==> src/dam_conn_pkg.sv <==
// Constants and types for the debug-side connection state machine.
// Assumes a 10 MHz system clock and pre-classified CC pin states.
// Notes on behaviour
// - Attach only when neither CC pin is open.
// - VCONN is never driven in any state.
// - Recovery drops CC terminations, then unattached state.
// - A directed recovery is taken from any state.
// - Without recovery, go to disabled or unattached.
// - Dead battery starts in sink unattached state.
// - Sink unattached and wait states: Rd, no VBUS.
// - Both pins seeing Rp starts sink attach wait.
// - Dual-role port toggles on timers or direction.
// - Open pin for debounce abandons sink attach wait.
// - Debounced pins plus VBUS attach sink or try.
// - Sink attached keeps Rd, leaves on VBUS loss.
// - Sink messaging only once sink attached.
// - Debug paths connect only in attached states.
// - Source unattached: Rp on both pins, no VBUS.
// - Both pins seeing Rd starts source attach wait.
// - Dual-role sequencing favours the source role.
// - Messaging needs determined orientation.
// - Debounced Rd and safe VBUS attach source.
// - VBUS follows the source attached state in time.
// - Try state attaches source or falls back.
package dam_conn_pkg;
  // ===========================================================
  // Timing
  // ===========================================================
  localparam int CLK_HZ = 10_000_000;
  localparam int T_ERR_REC_US = 25_000;
  localparam int T_PD_DEB_US = 10_000;
  localparam int T_CC_DEB_US = 100_000;
  localparam int T_TRY_CC_DEB_US = 10_000;
  localparam int T_DRP_TRY_US = 75_000;
  localparam int T_DRP_US = 75_000;
  localparam int DC_SRC_DRP_PCT = 50;
  localparam int ERR_REC_CYC = T_ERR_REC_US * (CLK_HZ / 1_000_000);
  localparam int PD_DEB_CYC = T_PD_DEB_US * (CLK_HZ / 1_000_000);
  localparam int CC_DEB_CYC = T_CC_DEB_US * (CLK_HZ / 1_000_000);
  localparam int TRY_CC_DEB_CYC = T_TRY_CC_DEB_US * (CLK_HZ / 1_000_000);
  localparam int DRP_TRY_CYC = T_DRP_TRY_US * (CLK_HZ / 1_000_000);
  localparam int DRP_SRC_CYC =
    T_DRP_US * (CLK_HZ / 1_000_000) / 100 * DC_SRC_DRP_PCT;
  localparam int DRP_SNK_CYC =
    T_DRP_US * (CLK_HZ / 1_000_000) / 100 * (100 - DC_SRC_DRP_PCT);
  localparam int TIMER_W = 24;

  // ===========================================================
  // Port kinds, CC classes and states
  // ===========================================================
  typedef enum logic [1:0] {
    KIND_SNK = 2'b00,
    KIND_SRC = 2'b01,
    KIND_DRP = 2'b10
  } port_kind_t;

  typedef enum logic [1:0] {
    CC_OPEN = 2'b00,
    CC_RD = 2'b01,
    CC_RP = 2'b10
  } cc_class_t;

  typedef enum logic [3:0] {
    ST_DISABLED = 4'h0,
    ST_ERR_REC = 4'h1,
    ST_UNATT_SNK = 4'h2,
    ST_WAIT_SNK = 4'h3,
    ST_ATT_SNK = 4'h4,
    ST_UNATT_SRC = 4'h5,
    ST_WAIT_SRC = 4'h6,
    ST_ATT_SRC = 4'h7,
    ST_TRY_SRC = 4'h8,
    ST_TRYWAIT_SNK = 4'h9
  } conn_state_t;
endpackage : dam_conn_pkg

==> src/dam_timer_if.sv <==
// Interface between the state machine and its interval timer.
// Assumes a single clock domain.
`timescale 1ns/1ps
interface dam_timer_if;
  logic restart;
  logic [dam_conn_pkg::TIMER_W-1:0] count;
  modport ctrl (output restart, input count);
  modport tmr (input restart, output count);
endinterface : dam_timer_if

==> src/dam_interval_timer.sv <==
// Saturating interval counter cleared by a restart request.
// Assumes restart is held in the cycle the qualifying condition changes.
`timescale 1ns/1ps
module dam_interval_timer #(
  parameter int WIDTH = dam_conn_pkg::TIMER_W
) (
  // Clock and reset
  input wire logic clk_i,
  input wire logic sys_rst_i,
  // Timer link
  dam_timer_if.tmr tif
);
  logic [WIDTH-1:0] cnt_reg;
  logic [WIDTH-1:0] cnt_next;
  wire logic at_max = &cnt_reg;

  initial begin
    if (WIDTH != dam_conn_pkg::TIMER_W) begin
      $error("Timer width must match the package width.");
    end
  end

  // ===========================================================
  // Counter
  // ===========================================================
  assign cnt_next = tif.restart ? '0 :
                    (at_max ? cnt_reg : cnt_reg + 1'b1);
  always_ff @(posedge clk_i) begin
    if (sys_rst_i) begin
      cnt_reg <= '0;
    end else begin
      cnt_reg <= cnt_next;
    end
  end
  assign tif.count = cnt_reg;

  restart_clears_a: assert property (
    @(posedge clk_i) disable iff (sys_rst_i)
    tif.restart |=> cnt_reg == '0) else $error("Timer not cleared.");
endmodule : dam_interval_timer

==> src/dam_conn_fsm.sv <==
// Debug-side connection state machine for Source, Sink and DRP ports.
// Assumes CC pin states are classified and synchronous to clk_i.
`timescale 1ns/1ps
module dam_conn_fsm #(
  parameter dam_conn_pkg::port_kind_t KIND = dam_conn_pkg::KIND_DRP,
  parameter bit HAS_ERR_REC = 1'b1,
  parameter bit HAS_DISABLED = 1'b1,
  parameter int ERR_REC_CYC = dam_conn_pkg::ERR_REC_CYC,
  parameter int PD_DEB_CYC = dam_conn_pkg::PD_DEB_CYC,
  parameter int CC_DEB_CYC = dam_conn_pkg::CC_DEB_CYC,
  parameter int TRY_CC_DEB_CYC = dam_conn_pkg::TRY_CC_DEB_CYC,
  parameter int DRP_TRY_CYC = dam_conn_pkg::DRP_TRY_CYC,
  parameter int DRP_SRC_CYC = dam_conn_pkg::DRP_SRC_CYC,
  parameter int DRP_SNK_CYC = dam_conn_pkg::DRP_SNK_CYC
) (
  // Clock and reset
  input wire logic clk_i,
  input wire logic sys_rst_i,
  // Line sensing
  input wire logic [1:0] cc1_class_i,
  input wire logic [1:0] cc2_class_i,
  input wire logic vbus_present_i,
  input wire logic vbus_safe0v_i,
  // Direction from system
  input wire logic recover_i,
  input wire logic disable_i,
  input wire logic toggle_i,
  input wire logic orient_known_i,
  // Terminations and power
  output logic cc_rd_en_o,
  output logic cc_rp_en_o,
  output logic vbus_drive_o,
  output logic vconn_drive_o,
  // Status
  output logic attached_o,
  output logic as_source_o,
  output logic debug_connect_o,
  output logic pd_allowed_o,
  output logic [3:0] state_o
);
  localparam int MAXC = (1 << dam_conn_pkg::TIMER_W) - 1;

  initial begin
    if (ERR_REC_CYC < 1 || PD_DEB_CYC < 1 || CC_DEB_CYC < 1 ||
        TRY_CC_DEB_CYC < 1 || DRP_TRY_CYC < 1 || DRP_SRC_CYC < 1 ||
        DRP_SNK_CYC < 1 || ERR_REC_CYC > MAXC || PD_DEB_CYC > MAXC ||
        CC_DEB_CYC > MAXC || DRP_TRY_CYC > MAXC || DRP_SRC_CYC > MAXC ||
        TRY_CC_DEB_CYC > MAXC || DRP_SNK_CYC > MAXC) begin
      $error("Timer counts out of range.");
    end
  end

  // ===========================================================
  // Pin decode
  // ===========================================================
  function automatic logic both_are(input logic [1:0] a,
                                    input logic [1:0] b,
                                    input dam_conn_pkg::cc_class_t c);
    both_are = (a == c) && (b == c);
  endfunction : both_are

  wire logic both_rp = both_are(cc1_class_i, cc2_class_i,
                                dam_conn_pkg::CC_RP);
  wire logic both_rd = both_are(cc1_class_i, cc2_class_i,
                                dam_conn_pkg::CC_RD);
  wire logic any_open = (cc1_class_i == dam_conn_pkg::CC_OPEN) ||
                        (cc2_class_i == dam_conn_pkg::CC_OPEN);
  wire logic is_drp = (KIND == dam_conn_pkg::KIND_DRP);
  wire logic is_snk = (KIND == dam_conn_pkg::KIND_SNK);

  // ===========================================================
  // State register and timer
  // ===========================================================
  dam_conn_pkg::conn_state_t state_reg;
  dam_conn_pkg::conn_state_t state_next;
  logic [3:0] qual_reg;
  logic [3:0] qual_next;
  dam_timer_if tif ();

  dam_interval_timer #(
    .WIDTH(dam_conn_pkg::TIMER_W)
  ) u_timer (
    .clk_i(clk_i),
    .sys_rst_i(sys_rst_i),
    .tif(tif)
  );

  wire logic [dam_conn_pkg::TIMER_W-1:0] t = tif.count;
  // Timer restarts on a state change or any change of the watched lines.
  assign qual_next = {both_rp, both_rd, any_open, vbus_present_i};
  assign tif.restart = (state_next != state_reg) ||
                       (qual_next != qual_reg);

  wire logic t_err = t >= (ERR_REC_CYC - 1);
  wire logic t_pd = t >= (PD_DEB_CYC - 1);
  wire logic t_cc = t >= (CC_DEB_CYC - 1);
  wire logic t_try_cc = t >= (TRY_CC_DEB_CYC - 1);
  wire logic t_try = t >= (DRP_TRY_CYC - 1);
  wire logic t_drp_src = t >= (DRP_SRC_CYC - 1);
  wire logic t_drp_snk = t >= (DRP_SNK_CYC - 1);
  wire dam_conn_pkg::conn_state_t unatt_home =
    is_snk ? dam_conn_pkg::ST_UNATT_SNK : dam_conn_pkg::ST_UNATT_SRC;
  wire dam_conn_pkg::conn_state_t src_drop =
    is_drp ? dam_conn_pkg::ST_UNATT_SNK : dam_conn_pkg::ST_UNATT_SRC;
  wire dam_conn_pkg::conn_state_t recover_to =
    HAS_ERR_REC ? dam_conn_pkg::ST_ERR_REC :
    (HAS_DISABLED ? dam_conn_pkg::ST_DISABLED : unatt_home);

  // ===========================================================
  // Next state
  // ===========================================================
  always_comb begin
    state_next = state_reg;
    if (recover_i) begin
      state_next = recover_to;
    end else if (disable_i && HAS_DISABLED) begin
      state_next = dam_conn_pkg::ST_DISABLED;
    end else begin
      case (state_reg)
        dam_conn_pkg::ST_DISABLED: begin
          state_next = unatt_home;
        end
        dam_conn_pkg::ST_ERR_REC: begin
          if (t_err) begin
            state_next = unatt_home;
          end
        end
        dam_conn_pkg::ST_UNATT_SNK: begin
          if (both_rp) begin
            state_next = dam_conn_pkg::ST_WAIT_SNK;
          end else if (is_drp && (toggle_i || (any_open && t_drp_snk))) begin
            state_next = dam_conn_pkg::ST_UNATT_SRC;
          end
        end
        dam_conn_pkg::ST_WAIT_SNK: begin
          if (any_open && t_pd) begin
            state_next = src_drop == dam_conn_pkg::ST_UNATT_SNK ?
                         dam_conn_pkg::ST_UNATT_SRC :
                         dam_conn_pkg::ST_UNATT_SNK;
          end else if (!any_open && vbus_present_i && t_cc) begin
            state_next = is_drp ? dam_conn_pkg::ST_TRY_SRC :
                         dam_conn_pkg::ST_ATT_SNK;
          end
        end
        dam_conn_pkg::ST_ATT_SNK: begin
          if (!vbus_present_i) begin
            state_next = dam_conn_pkg::ST_UNATT_SNK;
          end
        end
        dam_conn_pkg::ST_UNATT_SRC: begin
          if (both_rd) begin
            state_next = dam_conn_pkg::ST_WAIT_SRC;
          end else if (is_drp && (toggle_i || t_drp_src)) begin
            state_next = dam_conn_pkg::ST_UNATT_SNK;
          end
        end
        dam_conn_pkg::ST_WAIT_SRC: begin
          if (any_open) begin
            state_next = src_drop;
          end else if (both_rd && vbus_safe0v_i && t_cc) begin
            state_next = dam_conn_pkg::ST_ATT_SRC;
          end
        end
        dam_conn_pkg::ST_ATT_SRC: begin
          if (any_open) begin
            state_next = src_drop;
          end
        end
        dam_conn_pkg::ST_TRY_SRC: begin
          if (both_rd && t_try_cc) begin
            state_next = dam_conn_pkg::ST_ATT_SRC;
          end else if (!both_rd && t_try) begin
            state_next = dam_conn_pkg::ST_TRYWAIT_SNK;
          end
        end
        dam_conn_pkg::ST_TRYWAIT_SNK: begin
          if (!any_open && vbus_present_i && t_cc) begin
            state_next = dam_conn_pkg::ST_ATT_SNK;
          end else if ((any_open || !vbus_present_i) && t_pd) begin
            state_next = dam_conn_pkg::ST_UNATT_SNK;
          end
        end
        default: begin
          state_next = unatt_home;
        end
      endcase
    end
  end

  // Reset lands in the sink unattached state so an unpowered start waits.
  always_ff @(posedge clk_i) begin
    if (sys_rst_i) begin
      state_reg <= dam_conn_pkg::ST_UNATT_SNK;
      qual_reg <= 4'h0;
    end else begin
      state_reg <= state_next;
      qual_reg <= qual_next;
    end
  end

  // ===========================================================
  // Outputs
  // ===========================================================
  wire logic in_snk_term = (state_reg == dam_conn_pkg::ST_UNATT_SNK) ||
                           (state_reg == dam_conn_pkg::ST_WAIT_SNK) ||
                           (state_reg == dam_conn_pkg::ST_ATT_SNK) ||
                           (state_reg == dam_conn_pkg::ST_TRYWAIT_SNK);
  wire logic in_src_term = (state_reg == dam_conn_pkg::ST_UNATT_SRC) ||
                           (state_reg == dam_conn_pkg::ST_WAIT_SRC) ||
                           (state_reg == dam_conn_pkg::ST_ATT_SRC) ||
                           (state_reg == dam_conn_pkg::ST_TRY_SRC);
  wire logic att = (state_reg == dam_conn_pkg::ST_ATT_SNK) ||
                   (state_reg == dam_conn_pkg::ST_ATT_SRC);
  logic rd_reg;
  logic rp_reg;
  logic vbus_reg;
  logic att_reg;
  logic src_reg;
  logic pd_reg;

  // Registered outputs lag the state by one cycle.
  always_ff @(posedge clk_i) begin
    if (sys_rst_i) begin
      rd_reg <= 1'b1;
      rp_reg <= 1'b0;
      vbus_reg <= 1'b0;
      att_reg <= 1'b0;
      src_reg <= 1'b0;
      pd_reg <= 1'b0;
    end else begin
      rd_reg <= in_snk_term;
      rp_reg <= in_src_term;
      vbus_reg <= (state_reg == dam_conn_pkg::ST_ATT_SRC);
      att_reg <= att;
      src_reg <= (state_reg == dam_conn_pkg::ST_ATT_SRC);
      pd_reg <= att && orient_known_i;
    end
  end

  assign cc_rd_en_o = rd_reg;
  assign cc_rp_en_o = rp_reg;
  assign vbus_drive_o = vbus_reg;
  assign vconn_drive_o = 1'b0;
  assign attached_o = att_reg;
  assign as_source_o = src_reg;
  assign debug_connect_o = att_reg;
  assign pd_allowed_o = pd_reg;
  assign state_o = state_reg;

  // ===========================================================
  // Checks
  // ===========================================================
  vconn_off_a: assert property (
    @(posedge clk_i) disable iff (sys_rst_i)
    !vconn_drive_o) else $error("VCONN driven.");
  err_noterm_a: assert property (
    @(posedge clk_i) disable iff (sys_rst_i)
    $past(state_reg == dam_conn_pkg::ST_ERR_REC) |->
    !cc_rd_en_o && !cc_rp_en_o) else $error("Terms in recovery.");
  recover_taken_a: assert property (
    @(posedge clk_i) disable iff (sys_rst_i)
    recover_i && HAS_ERR_REC |=> state_reg == dam_conn_pkg::ST_ERR_REC)
    else $error("Recovery ignored.");
  snk_term_a: assert property (
    @(posedge clk_i) disable iff (sys_rst_i)
    $past(state_reg == dam_conn_pkg::ST_WAIT_SNK) |->
    cc_rd_en_o && !vbus_drive_o) else $error("Bad sink term.");
  snk_wait_entry_a: assert property (
    @(posedge clk_i) disable iff (sys_rst_i)
    state_reg == dam_conn_pkg::ST_UNATT_SNK && !recover_i && !disable_i &&
    both_rp |=> state_reg == dam_conn_pkg::ST_WAIT_SNK)
    else $error("Sink wait missed.");
  vbus_loss_a: assert property (
    @(posedge clk_i) disable iff (sys_rst_i)
    state_reg == dam_conn_pkg::ST_ATT_SNK && !vbus_present_i && !recover_i
    && !disable_i |=> state_reg == dam_conn_pkg::ST_UNATT_SNK)
    else $error("VBUS loss missed.");
  dbg_attached_a: assert property (
    @(posedge clk_i) disable iff (sys_rst_i)
    debug_connect_o |-> $past(att)) else $error("Early debug.");
  pd_orient_a: assert property (
    @(posedge clk_i) disable iff (sys_rst_i)
    pd_allowed_o |-> $past(orient_known_i) && attached_o)
    else $error("Messaging early.");
  src_wait_entry_a: assert property (
    @(posedge clk_i) disable iff (sys_rst_i)
    state_reg == dam_conn_pkg::ST_UNATT_SRC && both_rd && !recover_i &&
    !disable_i |=> state_reg == dam_conn_pkg::ST_WAIT_SRC)
    else $error("Source wait missed.");
  vbus_follow_a: assert property (
    @(posedge clk_i) disable iff (sys_rst_i)
    $rose(state_reg == dam_conn_pkg::ST_ATT_SRC) |=> vbus_drive_o)
    else $error("VBUS late.");
  single_pin_a: assert property (
    @(posedge clk_i) disable iff (sys_rst_i)
    state_reg == dam_conn_pkg::ST_UNATT_SNK && !both_rp |=>
    state_reg != dam_conn_pkg::ST_WAIT_SNK)
    else $error("Single pin attach.");

  // ===========================================================
  // Transition checks
  // ===========================================================
  err_exit_a: assert property (
    @(posedge clk_i) disable iff (sys_rst_i)
    state_reg == dam_conn_pkg::ST_ERR_REC && t_err && !recover_i &&
    !disable_i |=> state_reg == (is_snk ? dam_conn_pkg::ST_UNATT_SNK :
    dam_conn_pkg::ST_UNATT_SRC)) else $error("Recovery stuck.");
  snk_toggle_a: assert property (
    @(posedge clk_i) disable iff (sys_rst_i)
    is_drp && state_reg == dam_conn_pkg::ST_UNATT_SNK && toggle_i &&
    !both_rp && !recover_i && !disable_i |=>
    state_reg == dam_conn_pkg::ST_UNATT_SRC) else $error("Toggle lost.");
  src_toggle_a: assert property (
    @(posedge clk_i) disable iff (sys_rst_i)
    is_drp && state_reg == dam_conn_pkg::ST_UNATT_SRC && t_drp_src &&
    !both_rd && !recover_i && !disable_i |=>
    state_reg == dam_conn_pkg::ST_UNATT_SNK) else $error("Source share.");
  snk_open_a: assert property (
    @(posedge clk_i) disable iff (sys_rst_i)
    state_reg == dam_conn_pkg::ST_WAIT_SNK && any_open && t_pd &&
    !recover_i && !disable_i |=> state_reg == (is_drp ?
    dam_conn_pkg::ST_UNATT_SRC : dam_conn_pkg::ST_UNATT_SNK))
    else $error("Open pin kept.");
  snk_attach_a: assert property (
    @(posedge clk_i) disable iff (sys_rst_i)
    state_reg == dam_conn_pkg::ST_WAIT_SNK && !any_open && vbus_present_i &&
    t_cc && !recover_i && !disable_i |=> state_reg == (is_drp ?
    dam_conn_pkg::ST_TRY_SRC : dam_conn_pkg::ST_ATT_SNK))
    else $error("Sink attach missed.");
  src_term_a: assert property (
    @(posedge clk_i) disable iff (sys_rst_i)
    $past(state_reg == dam_conn_pkg::ST_UNATT_SRC) |->
    cc_rp_en_o && !cc_rd_en_o && !vbus_drive_o) else $error("Bad src term.");
  src_open_a: assert property (
    @(posedge clk_i) disable iff (sys_rst_i)
    state_reg == dam_conn_pkg::ST_WAIT_SRC && any_open && !recover_i &&
    !disable_i |=> state_reg == (is_drp ? dam_conn_pkg::ST_UNATT_SNK :
    dam_conn_pkg::ST_UNATT_SRC)) else $error("Source open kept.");
  vbus_off_a: assert property (
    @(posedge clk_i) disable iff (sys_rst_i)
    $fell(state_reg == dam_conn_pkg::ST_ATT_SRC) |=> !vbus_drive_o)
    else $error("VBUS stays on.");
  try_attach_a: assert property (
    @(posedge clk_i) disable iff (sys_rst_i)
    state_reg == dam_conn_pkg::ST_TRY_SRC && both_rd && t_try_cc &&
    !recover_i && !disable_i |=> state_reg == dam_conn_pkg::ST_ATT_SRC)
    else $error("Try attach missed.");
  try_fallback_a: assert property (
    @(posedge clk_i) disable iff (sys_rst_i)
    state_reg == dam_conn_pkg::ST_TRY_SRC && !both_rd && t_try &&
    !recover_i && !disable_i |=> state_reg == dam_conn_pkg::ST_TRYWAIT_SNK)
    else $error("Try fallback missed.");

  snk_attach_c: cover property (@(posedge clk_i)
    $rose(state_reg == dam_conn_pkg::ST_ATT_SNK));
  src_attach_c: cover property (@(posedge clk_i)
    $rose(state_reg == dam_conn_pkg::ST_ATT_SRC));
  trywait_c: cover property (@(posedge clk_i)
    $rose(state_reg == dam_conn_pkg::ST_TRYWAIT_SNK));
  recover_c: cover property (@(posedge clk_i)
    $fell(state_reg == dam_conn_pkg::ST_ERR_REC));
  disabled_c: cover property (@(posedge clk_i)
    $rose(state_reg == dam_conn_pkg::ST_DISABLED));
endmodule : dam_conn_fsm

==> config.mk <==
export PLATFORM = sky130hd
export DESIGN_NAME = dam_conn_fsm
export DESIGN_NICKNAME = d
export VERILOG_FILES = /design/src/dam_conn_pkg.sv /design/src/dam_timer_if.sv /design/src/dam_interval_timer.sv /design/src/dam_conn_fsm.sv
export SDC_FILE = /design/constraint.sdc
export NUM_CORES = 1
export LEC_CHECK = 0
export BUFFER_PORTS_ARGS = -buffer_cell sky130_fd_sc_hd__buf_2
export CAP_MARGIN = 20
export CORE_MARGIN = 4
export CORE_UTILIZATION = 30
export CTS_CLUSTER_SIZE = 30
export DETAILED_ROUTE_END_ITERATION = 7
export GPL_ROUTABILITY_DRIVEN = 1
export GPL_TIMING_DRIVEN = 0
export SYNTH_ARGS = -nofsm -noshare
export SYNTH_HDL_FRONTEND = slang
export SYNTH_SLANG_ARGS = --single-unit
==> constraint.sdc <==
create_clock -name clk_i -period 4.35 [get_ports clk_i]
set_clock_uncertainty 0.05 [all_clocks]
set_input_delay 0.435 -clock clk_i [delete_from_list [all_inputs] [get_ports clk_i]]
set_output_delay 0.435 -clock clk_i [all_outputs]
set_load 0.005 [all_outputs]
### Word-level counts from Yosys, hierarchy flattened

Cells that the tools add are included.

* register bits: 37
* output and inout port bits: 12
* logic and storage cells: 78
* input port bits: 12

* equal/unequal tests: 15
* order comparisons: 5
* add/sub/neg operators: 1
* muxes and demuxes: 18
* reductions and logical operators: 31

Operator list (count)
* $mux 4: 17
* $ge 24x20->1 const B: 2
* $pmux 4 s9: 1
* $add 24x1->24 const B: 1
* $ge 24x17->1 const B: 1
* $ge 24x18->1 const B: 1
* $ge 24x19->1 const B: 1
* $reduce_and 24->1: 1
* $eq 4x3->1 const B: 4
* $logic_and 1x1->1: 12
* $logic_or 1x1->1: 12
* $eq 4x2->1 const B: 2
* $eq 4x4->1 const B: 2
* $ne 4x4->1: 2
* $eq 2x1->1 const B: 2
* $eq 2x2->1 const B: 2
* $eq 4x1->1 const B: 1
* $logic_not 2->1: 2
* $logic_not 1->1: 3
* $reduce_or 2->1: 1

### Depth between registers and ports, before layout

Gate-level depths: netlist of the first run.

* depth in word-level cells: 13
* gate-level depth with buffers: 10
* gate-level depth less buffers: 9

### Hierarchy

A second synthesis of the first run with hierarchy kept.

* cell total of the unflattened synthesis: 324
* area total of the unflattened synthesis: 2611.3 µm²

By module, submodules not included
* dam_conn_fsm: cells an instance 186, area an instance 1417.6 µm², sequential area each 260.2 µm², times used 1
* dam_interval_timer: cells an instance 138, area an instance 1193.6 µm², sequential area each 480.5 µm², times used 1

### Worst setup path after synthesis of the first run

OpenSTA, ideal clock, no wires.

* kind: register -> register
* start point: register u_timer.cnt_reg[20], in the netlist u_timer.tif.count[20]
* end point: register u_timer.cnt_reg[15], in the netlist u_timer.tif.count[15]
* period minus slack after synthesis: 3.075 ns
* library setup time: 0.063 ns
* stages on the path, launching flop included: 11
* path slack: 1.275 ns
* arrival: 2.962 ns
* buffers on the path: 2
* required time: 4.237 ns
* cells stage by stage: dfxtp_1 > or4_1 > buf_2 > a2111o_1 > a21oi_1 > a31oi_1 > a311o_1 > a2111o_1 > a2111o_1 > buf_6 > nor2_2

* cells in the longest elaborated chain, start to end: 11
* elaborated cells between the ends (all ways): 34
* classes of those cells: order compare: 5; eq/ne: 1; mux: 16; reduce/logical: 12

RTL lines
* start: declaration: line dam_interval_timer.sv:13 `logic [WIDTH-1:0] cnt_reg;`
* start signal: assignment: line dam_interval_timer.sv:32 `cnt_reg <= cnt_next;`
* $ge 24x19->1: line dam_conn_fsm.sv:99, dam_conn_fsm.sv:100
* $logic_and 1x1->1: line dam_conn_fsm.sv:131 `end else if (is_drp && (toggle_i || (any_open && t_drp_snk))) begin`
* $logic_or 1x1->1: line dam_conn_fsm.sv:131
* $mux 4: line dam_conn_fsm.sv:131
* $mux 4: line dam_conn_fsm.sv:129 `if (both_rp) begin`
* $pmux 4 s9: line dam_conn_fsm.sv:119 `case (state_reg)`
* $mux 4: line dam_conn_fsm.sv:116 `end else if (disable_i && HAS_DISABLED) begin`
* $mux 4: line dam_conn_fsm.sv:114 `if (recover_i) begin`
* $ne 4x4->1: line dam_conn_fsm.sv:91 `assign tif.restart = (state_next != state_reg) ||`
* $logic_or 1x1->1: line dam_conn_fsm.sv:91
* $reduce_or 2->1 (no source line)

Several ways; a longest one is shown, not always the timed one.
A chain may end at the register's enable or synchronous reset.

### Worst setup path in the final report of the first run

* start point: register u_timer.cnt_reg[18], in the netlist u_timer.tif.count[18]
* end point: register u_timer.cnt_reg[17], in the netlist u_timer.tif.count[17]

The elaborated chain is that of the path after synthesis.

==> impl_metrics.env, run 1 <==
export IMPL_peakVddDrop_mv=0.116
export IMPL_grt_pass1_vias=2388
export IMPL_grt_max_degree=14
export IMPL_min_from="orient_known_i"
export IMPL_route_detailed_wl_per_inst_um=14.9
export IMPL_critPathLaunchType="flop"
export IMPL_die_area_mm2=0.0100
export IMPL_vias=2565
export IMPL_postPlaceCellArea_mm2=0.00279
export IMPL_yosysUniqueCellTypes=64
export IMPL_grt_ovfl_total=0
export IMPL_insertion_delay_ns=0.30
export IMPL_core_mm2=0.00822
export IMPL_reg2regPathDepth=10
export IMPL_required_ns=4.47
export IMPL_hold_violations=0
export IMPL_num_io_pins=24
export IMPL_holdPathEnd="pd_allowed_o"
export IMPL_crit_arrival_ns=3.79
export IMPL_setup_viol_count_final=0
export IMPL_powerDensity_mw_per_mm2=258
export IMPL_drc=0
export IMPL_status="finished, final reports clean"
export IMPL_dr_pass1_iters=6
export IMPL_dp_hpwl_um=5220
export IMPL_syn_to_final_growth_pct=14.2
export IMPL_synth_top_cell_by_area="dfxtp_1"
export IMPL_clock_fmax_mhz=272
export IMPL_cts_hold_buf=0
export IMPL_hold_path_class="in2reg"
export IMPL_cts_sinks=37
export IMPL_portBuffers=21
export IMPL_grt_pass1_wl_um=11800
export IMPL_largest_reg_flops=24
export IMPL_async_flop_share=0
export IMPL_holdWs_ns=0.283
export IMPL_maxSlewViolCount=0
export IMPL_synth_common_cells="37 x dfxtp_1, 31 x nor2_1, 28 x nand2_1"
export IMPL_synth_area_leaders="dfxtp_1 29%, xor2_1 5.2%, nor2_1 4.6%"
export IMPL_syn_inst=332
export IMPL_start_util=0.310
export IMPL_whs_path_depth=2
export IMPL_drt_initial_drc_count=143
export IMPL_drtAntennaViolNets=0
export IMPL_yosysMostFrequentCell="dfxtp_1"
export IMPL_p_leak_nw=1.00
export IMPL_worst_slack_ns=0.680
export IMPL_r2r_start="u_timer.tif.count[18]"
export IMPL_rrSetupSlack_ns=0.68
export IMPL_n_antenna_cell=0
export IMPL_synth_nets=345
export IMPL_drive_gt1_frac=0.143
export IMPL_ys_seq_area_frac=0.291
export IMPL_cp_end_kind="flop"
export IMPL_critPathKind="reg2reg"
export IMPL_ys_warn_count=0
export IMPL_rsz0062_at_grt="no"
export IMPL_post_cts_setup_buffers=0
export IMPL_clock_path_buffers=2
export IMPL_ctsResizeCount=0
export IMPL_grt_use_total=0.144
export IMPL_maxCapViolCount=0
export IMPL_htreeDepth=2
export IMPL_synth_cell_area_mm2=0.00255
export IMPL_viasPerCell=5.48
export IMPL_cts_made_buffers=5
export IMPL_period_needed_ns=3.67
export IMPL_wl_um=6960
export IMPL_cts_tree="done"
export IMPL_rows=33
export IMPL_timing_final_crit_share=0.844
export IMPL_place_gp_congestion=0.909
export IMPL_clk_pin_slew_worst_paths_ns=0.08
export IMPL_final_area_mm2=0.00291
export IMPL_synth_flop_cell="dfxtp_1"
export IMPL_slew_limit_headroom=0.276
export IMPL_fin_tns_setup_ns=0
export IMPL_synth_edf_count=0
export IMPL_reg2reg_to="u_timer.tif.count[17]"
export IMPL_p_total_w=0.000750
export IMPL_die_w_um=100
export IMPL_antenna_found_initial=0
export IMPL_cp_max_fo=9
export IMPL_fin_nets=375
export IMPL_die_h_um=100
export IMPL_preCtsSetupSlack_ns=0.759
export IMPL_worst_slew_pin_slew_ns=1.07
export IMPL_synth_seq_cells=37
export IMPL_syn_avg_cell_area_um2=7.67
export IMPL_cts_root_buf="clkbuf_8"
export IMPL_synth_top_area_share=0.291
[critical path: stages (launching register included)]
cell       delay (ns)
dfxtp_1          0.30
clkbuf_1         0.20
and4_1           0.24
clkbuf_1         0.20
and3_1           0.23
nand4_1          0.28
nor4b_1          0.91
nor2b_1          0.27
nand2_1          0.13
or3_1            0.31
a2111oi_0        0.42
[through the flow]
stage / std cells / util
after floorplan: 332 / -
after global placement: 458 / 0.339
after detailed placement: 459 / 0.339
after CTS: 467 / 0.353
after global routing: 468 / 0.354
final: 468 / 0.354
[worst max path at each step]
stage	start	to	slack, ns	depth (start not counted)
after floorplan	u_timer.tif.count[20]	u_timer.tif.count[15]	1.28	10
after global placement	cc2_class_i[0]	u_timer.tif.count[14]	0.71	8
after detailed placement	u_timer.tif.count[18]	u_timer.tif.count[17]	0.76	10
after CTS	u_timer.tif.count[18]	u_timer.tif.count[17]	0.71	10
after global routing	u_timer.tif.count[18]	u_timer.tif.count[17]	0.48	10
final	u_timer.tif.count[18]	u_timer.tif.count[17]	0.68	10
[final cells by class]
type	instances	area [µm²]
Sequential cell	37	741
Clock buffer	5	68.8
Multi-Input combinational cell	260	1650
Tap cell	105	131
Timing Repair Buffer	23	115
Fill cell	891	5310
Buffer	30	133
Inverter	5	18.8
Clock inverter	3	46.3
[where the power goes]
part	total [W]	switching [W]	internal [W]
combinational	0.0000906	0.0000576	0.0000330
clock	0.000314	0.000142	0.000172
sequential	0.000345	0.00000238	0.000343
total	0.000750	0.000202	0.000547
[cells in the final DEF, fill, tap and decap left out, drive strengths merged, types with 5 or more instances in the layout]
cell type  instances
nand3             16
buf               29
or3                5
o21ai              9
xor2              15
and3               7
nand4              7
nand2             28
a31oi              5
xnor2             10
nand2b             5
dfxtp             37
nor3              11
clkbuf            29
nor4b              5
nor2b              5
inv                5
a21oi              9
nor2              41
nor4              15
[cells by family after synthesis]
logic type / Yosys count / synth area share
mux: 1 / 0.00393
flops: 37 / 0.291
xor+xnor: 25 / 0.0860
fa+ha+maj: 1 / 0.00491
simple gates: 167 / 0.362
compound gates: 65 / 0.191
other cells: 1 / 0.00147
buf+inv: 35 / 0.0595
[metal layers]
layer,track usage,vias to the layer above,wire (µm)
met5,0,-,0
met3,0.0278,21,346
met4,0.0446,0,139
met1,0.201,1194,3360
li1,-,1286,-
met2,0.223,64,3110
No activity file was read; power rests on OpenSTA's default activity.
==> inputs of run 2 (changes only) <==
- clock period: 4.35 -> 3.7 ns (I/O delays scaled with it)
==> run 2 against run 1 <==
Effect of this change: first-iteration DRC count is 17% higher; die area stayed put; non-clock buffer count stayed put; power is 18% higher; via count is 0.58% higher.
==> impl_metrics.env, run 2 (same netlist as run 1, synthesis figures left out) <==
export IMPL_cp_end_kind="flop"
export IMPL_largest_reg_flops=24
export IMPL_setup_viol_count_final=0
export IMPL_hold_path_class="in2reg"
export IMPL_wl_um=6970
export IMPL_cts_root_buf="clkbuf_8"
export IMPL_cp_slowest_stage_delay_ns=0.53
export IMPL_required_ns=3.90
export IMPL_cp_max_fo=10
export IMPL_preCtsSetupSlack_ns=0.109
export IMPL_core_mm2=0.00822
export IMPL_period_needed_ns=3.47
export IMPL_die_h_um=100
export IMPL_final_common_cell="dfxtp_1"
export IMPL_peakVddDrop_mv=0.136
export IMPL_viasPerCell=5.51
export IMPL_worst_slack_ns=0.226
export IMPL_holdWs_ns=0.219
export IMPL_n_antenna_cell=0
export IMPL_status="finished, final reports clean"
export IMPL_powerDensity_mw_per_mm2=302
export IMPL_place_gp_congestion=0.909
export IMPL_drtAntennaViolNets=0
export IMPL_clk_pin_slew_worst_paths_ns=0.08
export IMPL_mostFrequentLayoutCells="37 x dfxtp_1, 31 x nor2_1, 28 x nand2_1, 23 x clkbuf_1, 23 x buf_2"
export IMPL_placed_cells=459
export IMPL_slew_limit_headroom=0.570
export IMPL_grt_pass1_vias=2388
export IMPL_cts_sinks=37
export IMPL_drc=0
export IMPL_htreeDepth=2
export IMPL_fin_tns_setup_ns=0
export IMPL_drive_gt1_frac=0.149
export IMPL_critPathLaunchType="flop"
export IMPL_syn_to_final_growth_pct=14.7
export IMPL_rows=33
export IMPL_crit_arrival_ns=3.67
export IMPL_p_leak_nw=1.01
export IMPL_instances_no_fill=468
export IMPL_grt_max_degree=14
export IMPL_dr_pass1_iters=4
export IMPL_insertion_delay_ns=0.30
export IMPL_grt_pass1_wl_um=11800
export IMPL_num_io_pins=24
export IMPL_fillCellCount=891
export IMPL_grt_use_total=0.144
export IMPL_crit_path_frequent_cell="a2111o_1"
export IMPL_path_cells="or4_1, buf_2, a2111o_1, a21oi_1, a31oi_1, a311o_1, a2111o_1, a2111o_1, buf_6, nor2_2"
export IMPL_worst_slew_pin_slew_ns=0.637
export IMPL_clock_path_buffers=2
export IMPL_portBuffers=21
export IMPL_cts_tree="done"
export IMPL_cts_hold_buf=0
export IMPL_die_w_um=100
export IMPL_fin_nets=375
export IMPL_dp_hpwl_um=5220
export IMPL_crit_slowest_cell="or4_1"
export IMPL_maxCapViolCount=0
export IMPL_antenna_found_initial=0
export IMPL_start_util=0.310
export IMPL_cts_made_buffers=5
export IMPL_route_detailed_wl_per_inst_um=14.9
export IMPL_rsz0062_at_grt="no"
export IMPL_timing_final_crit_share=0.939
export IMPL_drt_initial_drc_count=167
export IMPL_die_area_mm2=0.0100
export IMPL_reg2regPathDepth=10
export IMPL_critPathKind="reg2reg"
export IMPL_whs_path_depth=2
export IMPL_hold_violations=0
export IMPL_grt_ovfl_total=0
export IMPL_vias=2580
export IMPL_maxSlewViolCount=0
export IMPL_clock_fmax_mhz=288
==> run 2: final cells by class <==
type	instances	area, µm²	area share
Buffer	30	133	0.0454
Clock buffer	5	68.8	0.0236
Clock inverter	3	46.3	0.0159
Inverter	5	18.8	0.00643
Multi-Input combinational cell	260	1670	0.571
Sequential cell	37	741	0.254
Tap cell	105	131	0.0450
Timing Repair Buffer	23	115	0.0394
==> run 2: metrics by stage <==
stage | total power (W) | cell area, µm² | util
floorplan | 0.000484 | 2550 | -
global placement | 0.000517 | 2780 | 0.339
detailed placement | 0.000518 | 2790 | 0.339
CTS | 0.000888 | 2900 | 0.353
global route | 0.000921 | 2920 | 0.355
finish | 0.000881 | 2920 | 0.355
==> run 2: worst paths after layout <==
check	from	slack (ns)	end
min reg2reg	u_timer.tif.count[1]	0.49	u_timer.tif.count[1]
max reg2reg	u_timer.tif.count[20]	0.23	u_timer.tif.count[12]
max	u_timer.tif.count[20]	0.23	u_timer.tif.count[12]
min	orient_known_i	0.22	pd_allowed_o
==> run 2: routing by layer <==
metal | global-route usage | share of wire | routed length (µm)
met3 | 0.0278 | 0.054 | 378
met1 | 0.201 | 0.48 | 3360
met4 | 0.0446 | 0.017 | 121
met5 | 0 | 0 | 0
met2 | 0.223 | 0.45 | 3110
==> run 2: repair_timing <==
| action | 4_1_cts | 5_1_grt |
|---|---|---|
| setup endpoints to repair | 0 | 4 |
| setup buffers | 0 | 0 |
| resized for setup | 0 | 2 |
==> run 2: worst max-delay path, delay by kind of cell, from the launching register on <==
kind	cells	cell delay, ns
buffers and inverters	2	0.37
AND/OR/NAND/NOR	2	0.63
AO/OA/AOI/OAI	6	2.01
flip-flops	1	0.35
==> run 2: power breakdown <==
| group | internal (W) | leakage (nW) | switching, W |
|---|---|---|---|
| registers | 0.000403 | 0.300 | 0.00000280 |
| logic | 0.0000387 | 0.652 | 0.0000674 |
| clock network | 0.000202 | 0.0543 | 0.000167 |
| total | 0.000644 | 1.01 | 0.000237 |
==> inputs of run 3 (changes only) <==
- CORE_UTILIZATION: 30 -> 50
- PLACE_DENSITY: default -> 0.69
==> run 3 against run 2 <==
Effect of this change: sequential share of layout area increased by 0.32 points; critical path depth unchanged; die area decreased by 37%; register-to-register slack improved by 0.02 ns; sequential cell count unchanged; final area decreased by 1.2%; power decreased by 1.8%; sequential power about the same; combinational power about the same.
==> impl_metrics.env, run 3 (same netlist as run 1, synthesis figures left out) <==
export IMPL_crit_arrival_ns=3.63
export IMPL_drtAntennaViolNets=0
export IMPL_clock_power_share=0.409
export IMPL_grt_ovfl_total=0
export IMPL_antenna_found_initial=0
export IMPL_whs_path_depth=2
export IMPL_drc=0
export IMPL_holdPathEnd="pd_allowed_o"
export IMPL_n_antenna_cell=0
export IMPL_grt_pass1_vias=2354
export IMPL_cp_max_fo=10
export IMPL_intPower_w=0.000645
export IMPL_route_detailed_wl_per_inst_um=16.0
export IMPL_maxCapViolCount=0
export IMPL_status="finished, final reports clean"
export IMPL_cp_slowest_stage_delay_ns=0.54
export IMPL_fin_tns_setup_ns=0
export IMPL_cp_end_kind="flop"
export IMPL_slew_limit_headroom=0.437
export IMPL_r2r_start="u_timer.tif.count[20]"
export IMPL_hold_violations=0
export IMPL_rsz0062_at_grt="no"
export IMPL_htreeDepth=2
export IMPL_largest_reg_flops=24
export IMPL_p_leak_nw=1.01
export IMPL_maxSlewViolCount=0
export IMPL_setup_viol_count_final=0
export IMPL_final_common_cell="dfxtp_1"
export IMPL_drt_initial_drc_count=198
export IMPL_cp_top_family="simple AND/OR/NAND/NOR gates"
export IMPL_mostFrequentLayoutCells="37 x dfxtp_1, 31 x nor2_1, 28 x nand2_1, 24 x clkbuf_1, 23 x buf_2"
export IMPL_die_area_mm2=0.00630
export IMPL_fin_nets=375
export IMPL_start_util=0.529
export IMPL_portBuffers=21
export IMPL_clk_pin_slew_worst_paths_ns=0.08
export IMPL_holdWs_ns=0.223
export IMPL_required_ns=3.88
export IMPL_cts_sinks=37
export IMPL_crit_slowest_cell="or4_1"
export IMPL_die_h_um=79.4
export IMPL_pwr_share_comb=0.123
export IMPL_place_gp_congestion=0.956
export IMPL_power_switching_w=0.000221
export IMPL_cts_hold_buf=0
export IMPL_dr_pass1_iters=5
export IMPL_core_mm2=0.00482
export IMPL_critPathKind="reg2reg"
export IMPL_cts_root_buf="clkbuf_8"
export IMPL_vias=2601
export IMPL_grt_max_degree=13
export IMPL_rrSetupSlack_ns=0.25
export IMPL_powerDensity_mw_per_mm2=300
export IMPL_netSwitchingFraction=0.255
export IMPL_die_w_um=79.4
export IMPL_clock_path_buffers=2
export IMPL_num_io_pins=24
export IMPL_timing_final_crit_share=0.932
export IMPL_path_cells="or4_1, buf_2, nor4_1, o211a_1, a221oi_1, or4b_1, o311a_1, a2111o_1, buf_6, nor2_2"
export IMPL_viasPerCell=6.05
export IMPL_critPathLaunchType="flop"
export IMPL_clock_fmax_mhz=290
export IMPL_drive_gt1_frac=0.154
export IMPL_syn_to_final_growth_pct=13.3
export IMPL_cts_made_buffers=5
export IMPL_reg2reg_to="u_timer.tif.count[15]"
export IMPL_seqPwrFrac=0.469
export IMPL_period_needed_ns=3.45
export IMPL_insertion_delay_ns=0.30
export IMPL_worst_slew_pin_slew_ns=0.834
export IMPL_peakVddDrop_mv=0.143
export IMPL_grt_pass1_wl_um=11400
export IMPL_min_from="orient_known_i"
export IMPL_cts_tree="done"
export IMPL_grt_use_total=0.228
export IMPL_hold_path_class="in2reg"
export IMPL_rows=25
export IMPL_reg2regPathDepth=10
export IMPL_dp_hpwl_um=5220
export IMPL_wl_um=6860
export IMPL_path_buf_inv=2
-- run 3: cell types whose count changed in the layout (fill, tap and decap cells not counted) --
cell        change
o31ai_1         -1
a21oi_1         -1
clkinvlp_4      -1
nor4_1          -1
clkbuf_1        +1
a21oi_2         +1
o31ai_2         +1
nor4_2          +1
-- run 3: area by class of cell --
| class | instances | area [µm²] |
|---|---|---|
| fillers | 484 | 1930 |
| well taps | 67 | 83.8 |
| plain buffers | 30 | 133 |
| flip-flops and latches | 37 | 741 |
| clock inverters | 2 | 38.8 |
| clock buffers | 6 | 72.6 |
| inverters | 5 | 18.8 |
| repair buffers | 23 | 115 |
| multi-input cells | 260 | 1680 |
-- run 3: per-layer routing --
layer,track usage,vias to the layer above,part of all wire
met5,0,-,0
met4,0.0481,0,0.0083
met3,0.0397,7,0.050
met2,0.341,81,0.43
met1,0.340,1225,0.52
li1,-,1288,-
-- run 3: through the flow --
step / instances / power, W / setup WS [ns] / cell area [µm²] / util
after floorplan: 332 / 0.000484 / 0.625 / 2550 / -
after global placement: 420 / 0.000518 / 0.156 / 2740 / 0.568
after detailed placement: 421 / 0.000518 / 0.0454 / 2740 / 0.569
after CTS: 429 / 0.000871 / 0.220 / 2860 / 0.593
after global routing: 430 / 0.000902 / 0.0575 / 2880 / 0.599
final: 430 / 0.000865 / 0.251 / 2880 / 0.599
-- run 3: what timing repair did --
| item | in CTS | in global routing |
|---|---|---|
| setup endpoints to repair | 1 | 20 |
| hold endpoints to repair | 0 | 0 |
| gates resized for setup | 1 | 4 |
| setup buffers | 0 | 0 |
-- run 3: worst max path at each step --
stage                     slack (ns)                     to             startpoint  cells past startpoint
after floorplan                 0.63  u_timer.tif.count[15]  u_timer.tif.count[20]                     10
after global placement          0.16  u_timer.tif.count[15]         cc2_class_i[0]                      8
after detailed placement        0.05  u_timer.tif.count[17]  u_timer.tif.count[18]                     10
after CTS                       0.22  u_timer.tif.count[15]  u_timer.tif.count[20]                     10
after global routing            0.06  u_timer.tif.count[15]  u_timer.tif.count[20]                     10
final                           0.25  u_timer.tif.count[15]  u_timer.tif.count[20]                     10
-- run 3: worst reg2reg max path, delay by kind of cell, from the launching register on --
kind | cells | cell delay (ns)
and+or+nand+nor | 4 | 1.48
AOI/OAI and AO/OA | 4 | 1.12
buffers and inverters | 2 | 0.38
DFF | 1 | 0.35
-- run 3: power by group through the flow --
stage                     logic [W]  registers (W)  clock network (W)
final                      0.000106       0.000406           0.000354
after detailed placement   0.000103       0.000415                  0
after global placement     0.000103       0.000415                  0
after CTS                  0.000103       0.000406           0.000363
after global routing       0.000119       0.000407           0.000377
after floorplan           0.0000691       0.000415                  0
